[src/refhold_consts.svh]
// constants of the reference holdover clock fanout: timing counts, ranges, reset values
// assumes sys_clk is the tuned crystal clock at 125 MHz (8 ns)
`ifndef REFHOLD_CONSTS_SVH
`define REFHOLD_CONSTS_SVH

// ****************************************************************
// timing
// ****************************************************************
`define CLK_PERIOD_NS 8
`define FAIL_MARGIN_NS 25
// assert delay is a longest time: round down
`define FSL_CYC (`FAIL_MARGIN_NS / `CLK_PERIOD_NS)
// deassert delay is a least time: round up
`define FSH_CYC ((`FAIL_MARGIN_NS + `CLK_PERIOD_NS - 1) / `CLK_PERIOD_NS)

// ****************************************************************
// capture range of the reference period
// ****************************************************************
`define REF_PER_MIN_NS 244
`define REF_PER_MAX_NS 261
`define REF_PER_MIN_CYC (`REF_PER_MIN_NS / `CLK_PERIOD_NS)
`define REF_PER_MAX_CYC ((`REF_PER_MAX_NS + `CLK_PERIOD_NS - 1) / `CLK_PERIOD_NS)

// ****************************************************************
// loop and tuning
// ****************************************************************
`define XTAL_RATIO 4
`define XTAL_PER_CYC 8
`define LOOP_PER_CYC (`XTAL_RATIO * `XTAL_PER_CYC)
`define TUNE_SPAN_PPM 100
`define TUNE_RESET 8'h80
`define TUNE_LO 8'h00
`define TUNE_HI 8'hFF
`define SEL_OFF_BIT 3
`define OUT_BASE_HALF 160

`endif

[src/refhold_pkg.sv]
// types shared by the reference holdover clock fanout
// assumes nothing beyond a SystemVerilog compiler
package refhold_pkg;

  typedef enum logic [1:0]
  {
    ST_ACQUIRE = 2'b00,
    ST_TRACK = 2'b01,
    ST_HOLD = 2'b11
  } loop_state_t;

  typedef struct packed
  {
    logic en;
    logic [7:0] half;
  } out_cfg_t;

  typedef struct packed
  {
    logic [3:0] ratio_sel;
    logic choice;
    logic secondary;
    logic primary;
  } pin_bus_t;

endpackage

[src/out_clock_gen.sv]
// one output clock: divider of the tuned crystal clock with full-period gating
// assumes cfg is registered on sys_clk; half is the high (and low) time in cycles
`timescale 1ns/100ps

module out_clock_gen
  import refhold_pkg::*;
(
  // clock, reset, enable
  input wire logic sys_clk,
  input wire logic rstn,
  input wire logic ce,
  // requested setting
  input wire out_cfg_t cfg,
  // clock out
  output logic clk_out
);

  out_cfg_t act_ff;
  logic [7:0] cnt_ff;
  logic out_ff;

  // settings are taken only at the end of a low half, so a change never cuts a pulse
  always_ff @(posedge sys_clk or negedge rstn)
  begin
    if (!rstn)
    begin
      act_ff <= '0;
      cnt_ff <= 8'h00;
      out_ff <= 1'b0;
    end
    else if (ce)
    begin
      if (cnt_ff != 8'h00)
      begin
        cnt_ff <= cnt_ff - 8'h01;
      end
      else if (!out_ff)
      begin
        act_ff <= cfg;
        out_ff <= cfg.en && (cfg.half != 8'h00);
        cnt_ff <= (cfg.half == 8'h00) ? 8'h00 : cfg.half - 8'h01;
      end
      else
      begin
        out_ff <= 1'b0;
        cnt_ff <= act_ff.half - 8'h01;
      end
    end
  end

  assign clk_out = out_ff;

endmodule

[src/pin_sync.sv]
// three-stage synchroniser with agreement filter and rising edge detect
// assumes asynchronous pins; a bit changes once stages two and three agree
`timescale 1ns/100ps

module pin_sync #(
  parameter int W = 7
)
(
  // clock, reset, enable
  input wire logic sys_clk,
  input wire logic rstn,
  input wire logic ce,
  // pins
  input wire logic [W-1:0] pin,
  // filtered level and rise pulse
  output logic [W-1:0] lvl,
  output logic [W-1:0] rise
);

  logic [W-1:0] s1_ff;
  logic [W-1:0] s2_ff;
  logic [W-1:0] s3_ff;
  logic [W-1:0] lvl_ff;
  logic [W-1:0] rise_ff;

  always_ff @(posedge sys_clk or negedge rstn)
  begin
    if (!rstn)
    begin
      s1_ff <= '0;
      s2_ff <= '0;
      s3_ff <= '0;
    end
    else if (ce)
    begin
      s1_ff <= pin;
      s2_ff <= s1_ff;
      s3_ff <= s2_ff;
    end
  end

  // only the agreeing later stages are looked at
  always_ff @(posedge sys_clk or negedge rstn)
  begin
    if (!rstn)
    begin
      lvl_ff <= '0;
      rise_ff <= '0;
    end
    else if (ce)
    begin
      for (int i = 0; i < W; i++)
      begin
        if (s2_ff[i] == s3_ff[i])
        begin
          lvl_ff[i] <= s3_ff[i];
          rise_ff[i] <= s3_ff[i] & ~lvl_ff[i];
        end
        else
        begin
          rise_ff[i] <= 1'b0;
        end
      end
    end
  end

  assign lvl = lvl_ff;
  assign rise = rise_ff;

endmodule

[src/ref_holdover_clock_fanout.sv]
// control logic of a zero-delay clock buffer with reference holdover
// assumes sys_clk is the tuned crystal oscillator; all pins arrive asynchronously
`timescale 1ns/100ps
`include "refhold_consts.svh"

module ref_holdover_clock_fanout
  import refhold_pkg::*;
(
  // clock, reset, enable
  input wire logic sys_clk,
  input wire logic rstn,
  input wire logic ce,
  // reference pins
  input wire logic primary_ref_in,
  input wire logic secondary_ref_in,
  input wire logic ref_choice,
  input wire logic [3:0] ratio_sel,
  // status
  output logic ref_valid,
  output logic holdover,
  output logic [7:0] tune_code,
  // clock outputs
  output logic [3:0] group_a_out,
  output logic [3:0] group_b_out
);

  // ****************************************************************
  // constants at working width
  // ****************************************************************
  localparam logic [7:0] FSL = 8'(`FSL_CYC);
  localparam logic [7:0] FSH = 8'(`FSH_CYC);
  localparam logic [7:0] PER_MIN = 8'(`REF_PER_MIN_CYC);
  localparam logic [7:0] PER_MAX = 8'(`REF_PER_MAX_CYC);
  localparam logic [7:0] LOOP_PER = 8'(`LOOP_PER_CYC);
  localparam logic [7:0] CNT_SAT = 8'hFE;

  // ****************************************************************
  // output map functions
  // ****************************************************************
  function automatic logic [5:0] out_ratio(input logic [3:0] sel, input int idx);
    logic grp_b;
    logic low_pair;
    logic [5:0] r;
    grp_b = (idx >= 4);
    low_pair = ((idx % 4) < 2);
    r = 6'd0;
    unique case (sel)
      4'h0: r = 6'd32;
      4'h1: r = (!grp_b && low_pair) ? 6'd0 : 6'd32;
      4'h2: r = grp_b ? 6'd32 : 6'd0;
      4'h3: r = grp_b ? 6'd32 : (low_pair ? 6'd0 : 6'd16);
      4'h4: r = (grp_b && !low_pair) ? 6'd32 : 6'd0;
      4'h5: r = grp_b ? 6'd32 : (low_pair ? 6'd8 : 6'd16);
      4'h6: r = grp_b ? 6'd16 : 6'd8;
      4'h7: r = grp_b ? 6'd20 : (low_pair ? 6'd1 : 6'd10);
      default: r = 6'd0;
    endcase
    return r;
  endfunction

  // half period in cycles is the base divided by the ratio
  function automatic out_cfg_t make_cfg(input logic [3:0] sel, input int idx);
    out_cfg_t c;
    logic [5:0] r;
    r = out_ratio(sel, idx);
    c.en = (r != 6'd0);
    case (r)
      6'd1: c.half = 8'(`OUT_BASE_HALF / 1);
      6'd8: c.half = 8'(`OUT_BASE_HALF / 8);
      6'd10: c.half = 8'(`OUT_BASE_HALF / 10);
      6'd16: c.half = 8'(`OUT_BASE_HALF / 16);
      6'd20: c.half = 8'(`OUT_BASE_HALF / 20);
      6'd32: c.half = 8'(`OUT_BASE_HALF / 32);
      default: c.half = 8'h00;
    endcase
    return c;
  endfunction

  // ****************************************************************
  // pin synchronisers
  // ****************************************************************
  pin_bus_t pin_lvl;
  pin_bus_t pin_rise;
  logic [6:0] lvl_vec;
  logic [6:0] rise_vec;

  pin_sync #(.W(7)) u_pin_sync
  (
    .sys_clk(sys_clk),
    .rstn(rstn),
    .ce(ce),
    .pin({ratio_sel, ref_choice, secondary_ref_in, primary_ref_in}),
    .lvl(lvl_vec),
    .rise(rise_vec)
  );

  assign pin_lvl = pin_bus_t'(lvl_vec);
  assign pin_rise = pin_bus_t'(rise_vec);

  // ****************************************************************
  // reference pick and period measurement
  // ****************************************************************
  logic sel_edge;
  logic choice_d_ff;
  logic chg;
  logic [7:0] cnt_ff;
  logic [7:0] per_ff;
  logic seen_ff;
  logic [7:0] period_now;
  logic timeout;
  logic good_edge;
  logic bad_edge;

  assign sel_edge = pin_lvl.choice ? pin_rise.primary : pin_rise.secondary;
  assign chg = (pin_lvl.choice != choice_d_ff);
  assign period_now = cnt_ff + 8'h01;
  // no edge within the last period plus the margin means the reference is gone
  assign timeout = seen_ff && ({1'b0, period_now} >= ({1'b0, per_ff} + {1'b0, FSL}));
  // the crystal runs at the fixed ratio, so the period must fit the capture range
  assign good_edge = sel_edge && seen_ff && !pin_lvl.ratio_sel[`SEL_OFF_BIT]
    && (period_now >= PER_MIN) && (period_now <= PER_MAX);
  assign bad_edge = sel_edge && seen_ff && !good_edge;

  always_ff @(posedge sys_clk or negedge rstn)
  begin
    if (!rstn)
    begin
      choice_d_ff <= 1'b0;
      cnt_ff <= 8'h00;
      per_ff <= PER_MAX;
      seen_ff <= 1'b0;
    end
    else if (ce)
    begin
      choice_d_ff <= pin_lvl.choice;
      if (chg || timeout)
      begin
        seen_ff <= 1'b0;
        per_ff <= PER_MAX;
        cnt_ff <= 8'h00;
      end
      else if (sel_edge)
      begin
        seen_ff <= 1'b1;
        cnt_ff <= 8'h00;
        per_ff <= good_edge ? period_now : PER_MAX;
      end
      else if (cnt_ff != CNT_SAT)
      begin
        cnt_ff <= cnt_ff + 8'h01;
      end
    end
  end

  // ****************************************************************
  // loop state
  // ****************************************************************
  loop_state_t state_ff;
  loop_state_t nxt_state;
  logic arm_ff;
  logic [7:0] wait_ff;
  logic fault;

  assign fault = chg || timeout || bad_edge;

  always_comb
  begin
    nxt_state = state_ff;
    unique case (state_ff)
      ST_ACQUIRE:
      begin
        if (!fault && !good_edge && arm_ff && (wait_ff == FSH - 8'h01))
        begin
          nxt_state = ST_TRACK;
        end
      end
      ST_TRACK:
      begin
        if (fault)
        begin
          nxt_state = ST_HOLD;
        end
      end
      ST_HOLD:
      begin
        if (sel_edge)
        begin
          nxt_state = ST_ACQUIRE;
        end
      end
      default:
      begin
        nxt_state = ST_ACQUIRE;
      end
    endcase
  end

  always_ff @(posedge sys_clk or negedge rstn)
  begin
    if (!rstn)
    begin
      state_ff <= ST_ACQUIRE;
      arm_ff <= 1'b0;
      wait_ff <= 8'h00;
    end
    else if (ce)
    begin
      state_ff <= nxt_state;
      if (state_ff != ST_ACQUIRE || fault)
      begin
        arm_ff <= 1'b0;
        wait_ff <= 8'h00;
      end
      else if (good_edge)
      begin
        arm_ff <= 1'b1;
        wait_ff <= 8'h00;
      end
      else if (arm_ff)
      begin
        wait_ff <= wait_ff + 8'h01;
      end
    end
  end

  // ****************************************************************
  // status flags
  // ****************************************************************
  logic valid_ff;
  logic hold_ff;

  always_ff @(posedge sys_clk or negedge rstn)
  begin
    if (!rstn)
    begin
      valid_ff <= 1'b0;
      hold_ff <= 1'b0;
    end
    else if (ce)
    begin
      valid_ff <= (nxt_state == ST_TRACK);
      hold_ff <= (nxt_state == ST_HOLD);
    end
  end

  assign ref_valid = valid_ff;
  assign holdover = hold_ff;

  // ****************************************************************
  // tuning code and local phase
  // ****************************************************************
  logic [7:0] tune_ff;
  logic [7:0] lph_ff;

  // local phase restarts on entry to tracking; the edge lies FSH+1 cycles back
  always_ff @(posedge sys_clk or negedge rstn)
  begin
    if (!rstn)
    begin
      lph_ff <= 8'h00;
    end
    else if (ce)
    begin
      if (state_ff == ST_ACQUIRE && nxt_state == ST_TRACK)
      begin
        lph_ff <= FSH + 8'h01;
      end
      else if (lph_ff >= LOOP_PER - 8'h01)
      begin
        lph_ff <= 8'h00;
      end
      else
      begin
        lph_ff <= lph_ff + 8'h01;
      end
    end
  end

  // one step per in-range edge in tracking, none at local phase zero; the code saturates at the ends of the pull span
  always_ff @(posedge sys_clk or negedge rstn)
  begin
    if (!rstn)
    begin
      tune_ff <= `TUNE_RESET;
    end
    else if (ce && state_ff == ST_TRACK && nxt_state == ST_TRACK && good_edge)
    begin
      if (lph_ff != 8'h00 && lph_ff < (LOOP_PER >> 1))
      begin
        if (tune_ff != `TUNE_LO)
        begin
          tune_ff <= tune_ff - 8'h01;
        end
      end
      else if (lph_ff != 8'h00)
      begin
        if (tune_ff != `TUNE_HI)
        begin
          tune_ff <= tune_ff + 8'h01;
        end
      end
    end
  end

  assign tune_code = tune_ff;

  // ****************************************************************
  // output configuration and clock generators
  // ****************************************************************
  out_cfg_t cfg_ff [8];
  logic [7:0] clk_all;

  always_ff @(posedge sys_clk or negedge rstn)
  begin
    if (!rstn)
    begin
      for (int i = 0; i < 8; i++)
      begin
        cfg_ff[i] <= '0;
      end
    end
    else if (ce)
    begin
      for (int i = 0; i < 8; i++)
      begin
        cfg_ff[i] <= make_cfg(pin_lvl.ratio_sel, i);
      end
    end
  end

  // outputs never see a reference pin, only the tuned crystal clock
  for (genvar g = 0; g < 8; g++)
  begin : g_out
    out_clock_gen u_out
    (
      .sys_clk(sys_clk),
      .rstn(rstn),
      .ce(ce),
      .cfg(cfg_ff[g]),
      .clk_out(clk_all[g])
    );
  end

  assign group_a_out = clk_all[3:0];
  assign group_b_out = clk_all[7:4];

  // ****************************************************************
  // checks
  // ****************************************************************
  logic [7:0] low_run_ff;

  always_ff @(posedge sys_clk or negedge rstn)
  begin
    if (!rstn)
    begin
      low_run_ff <= 8'h00;
    end
    else if (ce)
    begin
      if (valid_ff)
      begin
        low_run_ff <= 8'h00;
      end
      else if (low_run_ff != 8'hFF)
      begin
        low_run_ff <= low_run_ff + 8'h01;
      end
    end
  end
endmodule

[config.mk]
export PLATFORM = sky130hd
export DESIGN_NAME = ref_holdover_clock_fanout
export DESIGN_NICKNAME = d
export VERILOG_FILES = /design/src/refhold_pkg.sv /design/src/out_clock_gen.sv /design/src/pin_sync.sv /design/src/ref_holdover_clock_fanout.sv
export VERILOG_INCLUDE_DIRS = /design/src /design/src/src
export SDC_FILE = /design/constraint.sdc
export NUM_CORES = 1
export LEC_CHECK = 0
export BUFFER_PORTS_ARGS = -buffer_cell sky130_fd_sc_hd__clkbuf_2
export CELL_PAD_IN_SITES_DETAIL_PLACEMENT = 0
export CELL_PAD_IN_SITES_GLOBAL_PLACEMENT = 1
export CORE_MARGIN = 8
export CORE_UTILIZATION = 30
export CTS_CLUSTER_DIAMETER = 30
export CTS_CLUSTER_SIZE = 8
export DETAILED_ROUTE_END_ITERATION = 16
export GPL_ROUTABILITY_DRIVEN = 0
export MAX_ROUTING_LAYER = met4
export PLACE_DENSITY_LB_ADDON = 0.1
export SLEW_MARGIN = 40
export SYNTH_ARGS = -nofsm -noshare
export SYNTH_HDL_FRONTEND = slang
export SYNTH_SLANG_ARGS = --single-unit
[constraint.sdc]
create_clock -name sys_clk -period 7 [get_ports sys_clk]
set_input_delay 0.7 -clock sys_clk [delete_from_list [all_inputs] [get_ports sys_clk]]
set_output_delay 0.7 -clock sys_clk [all_outputs]
set_load 0.01 [all_outputs]
; ---- After elaboration in Yosys (flattened, before gate mapping)
; Memories as Yosys holds them, arrays and structs flattened.
; Index checks and enable logic that the tools add are counted.
[totals]
regBits = 285
latch_bits = 0
mem_bits_rw = 0
rom_bits = 208
in_bits = 10
n_memories = 8
[classes]
add_sub_neg = 30
mul = 0
n_div = 0
magnitude_cmp = 5
n_eq_ne = 64
shift = 0
n_mux = 82
n_bitwise = 20
n_reduce_logical = 98
[memory_table]
columns = memory, words, width, rd, rd_ports_with_merged_regs, write_ports, line_no
row1 = (name not given), 8, 4, 1, 0, 0, ref_holdover_clock_fanout.sv:47  ; unique case (sel)
row2 = (name not given), 8, 4, 1, 0, 0, ref_holdover_clock_fanout.sv:47
row3 = (name not given), 8, 3, 1, 0, 0, ref_holdover_clock_fanout.sv:47
row4 = (name not given), 8, 3, 1, 0, 0, ref_holdover_clock_fanout.sv:47
row5 = (name not given), 8, 3, 1, 0, 0, ref_holdover_clock_fanout.sv:47
row6 = (name not given), 8, 3, 1, 0, 0, ref_holdover_clock_fanout.sv:47
row7 = 2 more memories, --, --, --, --, --, --
[op_table]
columns = cell, n
row1 = case mux 8 bit (6 select lines), 8
row2 = two-way mux 8 bit, 39
row3 = "subtractor 8 x 1 -> 8 bit, second input constant", 25
row4 = nonzero test 8 bit, 18
row5 = "equality test 6 x 4 -> 1 bit, second input constant", 16
row6 = "equality test 6 x 5 -> 1 bit, second input constant", 16
row7 = two-way mux 6 bit, 16
row8 = zero test 8 bit, 8
row9 = "equality test 6 x 1 -> 1 bit, second input constant", 8
row10 = "equality test 6 bit, second input constant", 8
row11 = nonzero test 6 bit, 8
row12 = AND reduction 2 bit, 19
row13 = "adder 8 x 1 -> 8 bit, second input constant", 4
row14 = AND reduction 3 bit, 8
row15 = logical AND 1 bit, 22
row16 = inverter 1 bit, 18
row17 = ">= comparator 8 x 5 -> 1 bit, second input constant", 2
row18 = "inequality test 8 bit, second input constant", 2
row19 = two-way mux 1 bit, 15
row20 = nonzero test 2 bit, 5
row21 = "adder 8 x 2 -> 9 bit, second input constant", 1
row22 = >= comparator 8 x 9 -> 1 bit, 1
row23 = "equality test 8 x 2 -> 1 bit, second input constant", 1
row24 = "<= comparator 8 x 6 -> 1 bit, second input constant", 1
row25 = 14 further kinds, 30

; ---- Longest topological paths before layout
[logic_depth]
ltp_word = 18
depth_mapped = 13

; ---- Modules after synthesis
; Synthesis repeated with hierarchy kept, for this count alone.
[unflattened]
cells_unflattened = 1637
hier_area_um2 = 15573.7
[modules_own_cells]
columns = mod, n_inst, cells_each, area_per_inst_um2, seq_area_each_um2
row1 = out_clock_gen (g_out[0].u_out ...), 7, 139, 1271.2, 425.4
row2 = ref_holdover_clock_fanout, 1, 418, 3913.8, 1630.3
row3 = pin_sync, 1, 112, 1442.6, 875.8
row4 = out_clock_gen (g_out[4].u_out), 1, 134, 1318.8, 425.4

; ---- Worst setup path after synthesis
; OpenSTA, ideal clock, no wires.
[synth_path]
kind = reg2reg
from = register cnt_ff[1]
to = register tune_ff[3], in the netlist tune_code[3]
setup_time_ns = 0.125
arrival_ns = 3.170
setup_slack_ns = 3.705
stages_incl_launch_ff = 14
path_buffers = 2
period_less_slack_ns = 3.295
cell_sequence = dfrtp_1 -> ha_1 -> clkbuf_1 -> nand3_1 -> xor2_1 -> inv_1 -> ha_1 -> a21o_1 -> a211oi_1 -> a31oi_1 -> nand3b_2 -> or2_1 -> buf_6 -> mux2_4
[synth_between]
elab_chain_cells = 17
elab_cells_between_ends = 22
cone_classes = add/sub: 1 / order compare: 3 / eq/ne: 1 / mux: 3 / reduce/logical: 14
[synth_rtl]
columns = element, line_no
row1 = from (decl), ref_holdover_clock_fanout.sv:106  ; logic [7:0] cnt_ff;
row2 = from (signal assigned), ref_holdover_clock_fanout.sv:150  ; cnt_ff <= cnt_ff + 8'h01;
row3 = adder 8 x 1 -> 8 bit (*), ref_holdover_clock_fanout.sv:116  ; assign period_now = cnt_ff + 8'h01;
row4 = >= comparator 8 x 5 -> 1 bit, ref_holdover_clock_fanout.sv:121  ; && (period_now >= PER_MIN) && (period_now <= PER_MAX);
row5 = logical AND 1 bit (2 in series), ref_holdover_clock_fanout.sv:120  ; assign good_edge = sel_edge && seen_ff && !pin_lvl.ratio_sel[`SEL_OFF_BIT]
row6 = zero test 1 bit, "ref_holdover_clock_fanout.sv:122, ref_holdover_clock_fanout.sv:172"
row7 = logical AND 1 bit, ref_holdover_clock_fanout.sv:122  ; assign bad_edge = sel_edge && seen_ff && !good_edge;
row8 = logical OR 1 bit, ref_holdover_clock_fanout.sv:164  ; assign fault = chg || timeout || bad_edge;
row9 = zero test 1 bit, ref_holdover_clock_fanout.sv:172  ; if (!fault && !good_edge && arm_ff && (wait_ff == FSH - 8'h01))
row10 = logical AND 1 bit (3 in series), ref_holdover_clock_fanout.sv:172
row11 = two-way mux 2 bit, ref_holdover_clock_fanout.sv:172
row12 = case mux 2 bit (3 select lines), ref_holdover_clock_fanout.sv:169  ; unique case (state_ff)
row13 = equality test 2 x 1 -> 1 bit, ref_holdover_clock_fanout.sv:286  ; else if (ce && state_ff == ST_TRACK && nxt_state == ST_TRACK && good_edge)
row14 = logical AND 1 bit, ref_holdover_clock_fanout.sv:286
row15 = logical AND 1 bit (*), ref_holdover_clock_fanout.sv:286
row16 = AND reduction 4 bit (no source line) (*), --
row17 = to (signal assigned), ref_holdover_clock_fanout.sv:284  ; tune_ff <= `TUNE_RESET;
row18 = to (signal assigned), ref_holdover_clock_fanout.sv:292  ; tune_ff <= tune_ff - 8'h01;
row19 = to (signal assigned), ref_holdover_clock_fanout.sv:299  ; tune_ff <= tune_ff + 8'h01;
row20 = to (decl), ref_holdover_clock_fanout.sv:252  ; logic [7:0] tune_ff;
; Every way passes the cells marked *; elsewhere a longest branch is shown, timed or not.
; A chain may end at the register's enable or synchronous reset.

; ---- Final worst setup path
[layout_path]
from = register cnt_ff[0]
to = register tune_ff[4], in the netlist tune_code[4]
; The elaborated chain is that of the path after synthesis.

==> flow_summary.toml <==
[drt]
drt_pass1_iterations = 5
drc_errors = 0
vias_per_cell = 4.93
drt_wl_total_um = 27900
vias = 8959
ant_nets = 0
wl_per_cell_um = 15.4
drt_iter0_markers = 410

[worst_setup_path]
cp-end-kind = "register"
path_common_cell = "ha_1"
worstPathCellList = "ha_1, nand3_1, xor2_1, inv_1, ha_1, a21o_1, a211oi_1, a31oi_1, buf_4, nand3b_2, or2_1, mux2_4"
r2r_slack_ns = 3.31
reg2reg_depth = 12
crit_end = "tune_code[4]"
crit_arrival_ns = 4.02
worst_path_dominant_cell_family = "simple AND/OR/NAND/NOR gates"
reg2reg_to = "tune_code[4]"
path_depth = 12
required_ns = 7.33
startpoint = "cnt_ff[0]"
critPathSlowestCell = "dfrtp_1"
crit_fanout = 16
crit_path_start_kind = "register"
path_buf_inv = 2
worstSetupPathType = "register to register"
r2r_start = "cnt_ff[0]"
cpPeakStageDelay_ns = 0.55

[synth]
syn_area_um2 = 11600
synth_flop_cell = "dfrtp_1"
yosysTopAreaCell = "dfrtp_1"
async_reset_ff_share_pct = 100
ys_top_cells_by_count = "dfrtp_1 (192), o21ai_0 (157), nand2_1 (140)"
ys_warn_count = 0
synth_edf_count = 0
avgSynthCellArea_um2 = 8.89
ys_seq_elements = 195
synthDistinctLibCells = 72
yosys-top-cells-area = "dfrtp_1 (42%), ha_1 (7.3%), o21ai_0 (6.8%), nand2_1 (4.5%), a21oi_1 (3.6%)"
syn_inst = 1300
synthesis.nets = 1378
yosys.area.top_type_share_pct = 41.6
post-synth-top-count-cell = "dfrtp_1"
yosysSeqAreaShare_pct = 42.3

[cts]
cts_post_setup_buffers_inserted = 0
post_cts_resized = 0
cts.sinks = 195
cts_buffers = 17
htreeDepth = 4
root_buffer = "clkbuf_16"
clk_latency_ns = 0.44
path_clk_slew_ns = 0.07
ctsHoldBuffers = 0
clockBufferDepth = 2
cts_tree = "done"

[global_routing]
overflow = 0
grt_max_degree = 75
track_usage_pct = 13.2
grt_pass1_wl_um = 47200
grt_pass1_vias = 8824
antenna_found_initial = 0

[place]
dpl.cell_count = 1786
place_area_um2 = 12100
port_buffers = 27
post-dp-hpwl_um = 19300
pre_cts_ws_ns = 3.19

[timing]
fin_ws_ns = 3.31
setup_tns_ns = 0
worst_clock_skew_ns = 0.00777
slew_viol_final = 0
setup_viol = 0
worstMarginPinSlew_ns = 0.744
min_period_ns = 3.69
rsz0062_at_grt = "false"
max_slew_margin_pct = 49.7
hold_viol_final = 0
fmax_ghz = 0.271
period_share_pct = 52.8

[floorplan]
die_h_um = 212
die_area_um2 = 45000
initial_core_util_pct = 30.1
io_pins = 28
die_x_um = 212
rows = 72
coreArea_um2 = 38400

[power]
peakVddDrop_mv = 0.182
leakage_uw = 0.00551
p_per_area_nw_per_um2 = 342

[final_layout]
diodes = 0
final_core_util_pct = 33.2
area_delta_synth_final_pct = 10.2
fin_nets = 1365
layout-drive-gt1-share_pct = 9.55
final_cell_area_um2 = 12700
finalNonFillerCells = 1817

[worst_hold_path]
holdCritPathClass = "primary input to asynchronous set/reset pin"

[status]
status = "finished, final reports clean"

[flow_run]
maxCapViolCount = 0
[where the power goes]
group          switching, uW  total [uW]  internal (uW)
Combinational            908        1540            636
Clock                    470        1010            542
Sequential               360        1800           1440
[through the flow]
stage	hold slack, ns	total power (uW)
2_1_floorplan	0.404	2910
3_3_place_gp	0.465	3380
3_5_place_dp	0.476	3380
4_1_cts	0.187	4430
5_1_grt	0.210	4740
6_report	0.179	4350
[cell families (layout without fill, tap and decap cells)]
| kind of cell | count (synthesis) | after routing | share of synthesized area, % |
|---|---|---|---|
| flip-flops | 195 | 195 | 42.3 |
| XOR/XNOR | 27 | 27 | 2.05 |
| buffers and inverters | 153 | 152 | 5.51 |
| adder cells (fa/ha/maj) | 68 | 68 | 7.43 |
| AND/OR/NAND/NOR | 433 | 433 | 18.1 |
| multiplexers | 53 | 53 | 5.14 |
| AO/OA/AOI/OAI | 371 | 371 | 19.5 |
[worst min-delay path by stage]
stage,end,cells past startpoint,startpoint
after floorplan,arm_ff,0,rstn
after detailed placement,g_out[6].u_out.act_ff[3],2,g_out[6].u_out.act_ff[3]
after global placement,g_out[6].u_out.act_ff[3],2,g_out[6].u_out.act_ff[3]
after global routing,g_out[1].u_out.cnt_ff[2],1,rstn
after CTS,g_out[0].u_out.cnt_ff[7],1,rstn
final,g_out[1].u_out.cnt_ff[2],1,rstn
[layer usage]
metal / track usage (%) / wire (um)
met2: 20.7 / 12800
met5: - / 0
met1: 17.8 / 14300
met4: 2.95 / 256
met3: 2.18 / 543
[placed cells by master (no fill, tap or decap), types with 5 or more instances in the layout]
cell | synthesis | routed
nor4_1 | 10 | 10
clkbuf_16 | 0 | 17
nand3b_1 | 5 | 5
ha_1 | 67 | 67
nand2_1 | 140 | 140
clkbuf_2 | 0 | 25
nor3_1 | 37 | 34
a21o_1 | 10 | 10
a21oi_1 | 82 | 82
and3b_1 | 6 | 6
xor2_1 | 12 | 12
or2_1 | 5 | 5
nand2b_1 | 16 | 16
xnor2_1 | 15 | 15
nor2_1 | 105 | 105
mux2i_1 | 14 | 14
a22o_1 | 16 | 16
o22a_1 | 9 | 9
and3_1 | 9 | 9
buf_4 | 8 | 6
o22ai_1 | 9 | 9
o31ai_1 | 13 | 13
o211ai_1 | 14 | 14
nand3_1 | 33 | 33
mux2_2 | 35 | 35
a211oi_1 | 5 | 5
nor2b_1 | 17 | 17
nand4b_1 | 5 | 5
a31oi_1 | 8 | 8
a22oi_1 | 5 | 5
or3_1 | 11 | 11
o21ai_0 | 157 | 157
nand4_1 | 12 | 12
inv_1 | 86 | 85
dfrtp_1 | 192 | 192
[sequential cells by signal, indices dropped and copies added, names as in the netlist, 8 cells and up]
signal / cells
lph_ff: 8
cnt_ff: 8
g_out.u_out.cnt_ff: 64
per_ff: 8
g_out.u_out.act_ff: 28
cfg_ff: 18
tune_code: 8
wait_ff: 8
g_out.u_out.clk_out: 8
[worst reg2reg max path: stages (launching register included)]
cell,delay [ns]
dfrtp_1,0.55
ha_1,0.38
nand3_1,0.13
xor2_1,0.41
inv_1,0.09
ha_1,0.31
a21o_1,0.16
a211oi_1,0.22
a31oi_1,0.10
buf_4,0.21
nand3b_2,0.29
or2_1,0.40
mux2_4,0.34
[layout make-up]
type	count	area, um^2
clock buffer	18	439
clock inverter	13	149
fill	4048	25600
inverter	86	323
multi-input combinational	952	6060
sequential	195	4880
tap	518	648
timing repair buffer	35	235
Power figures use the tool's default switching activity.
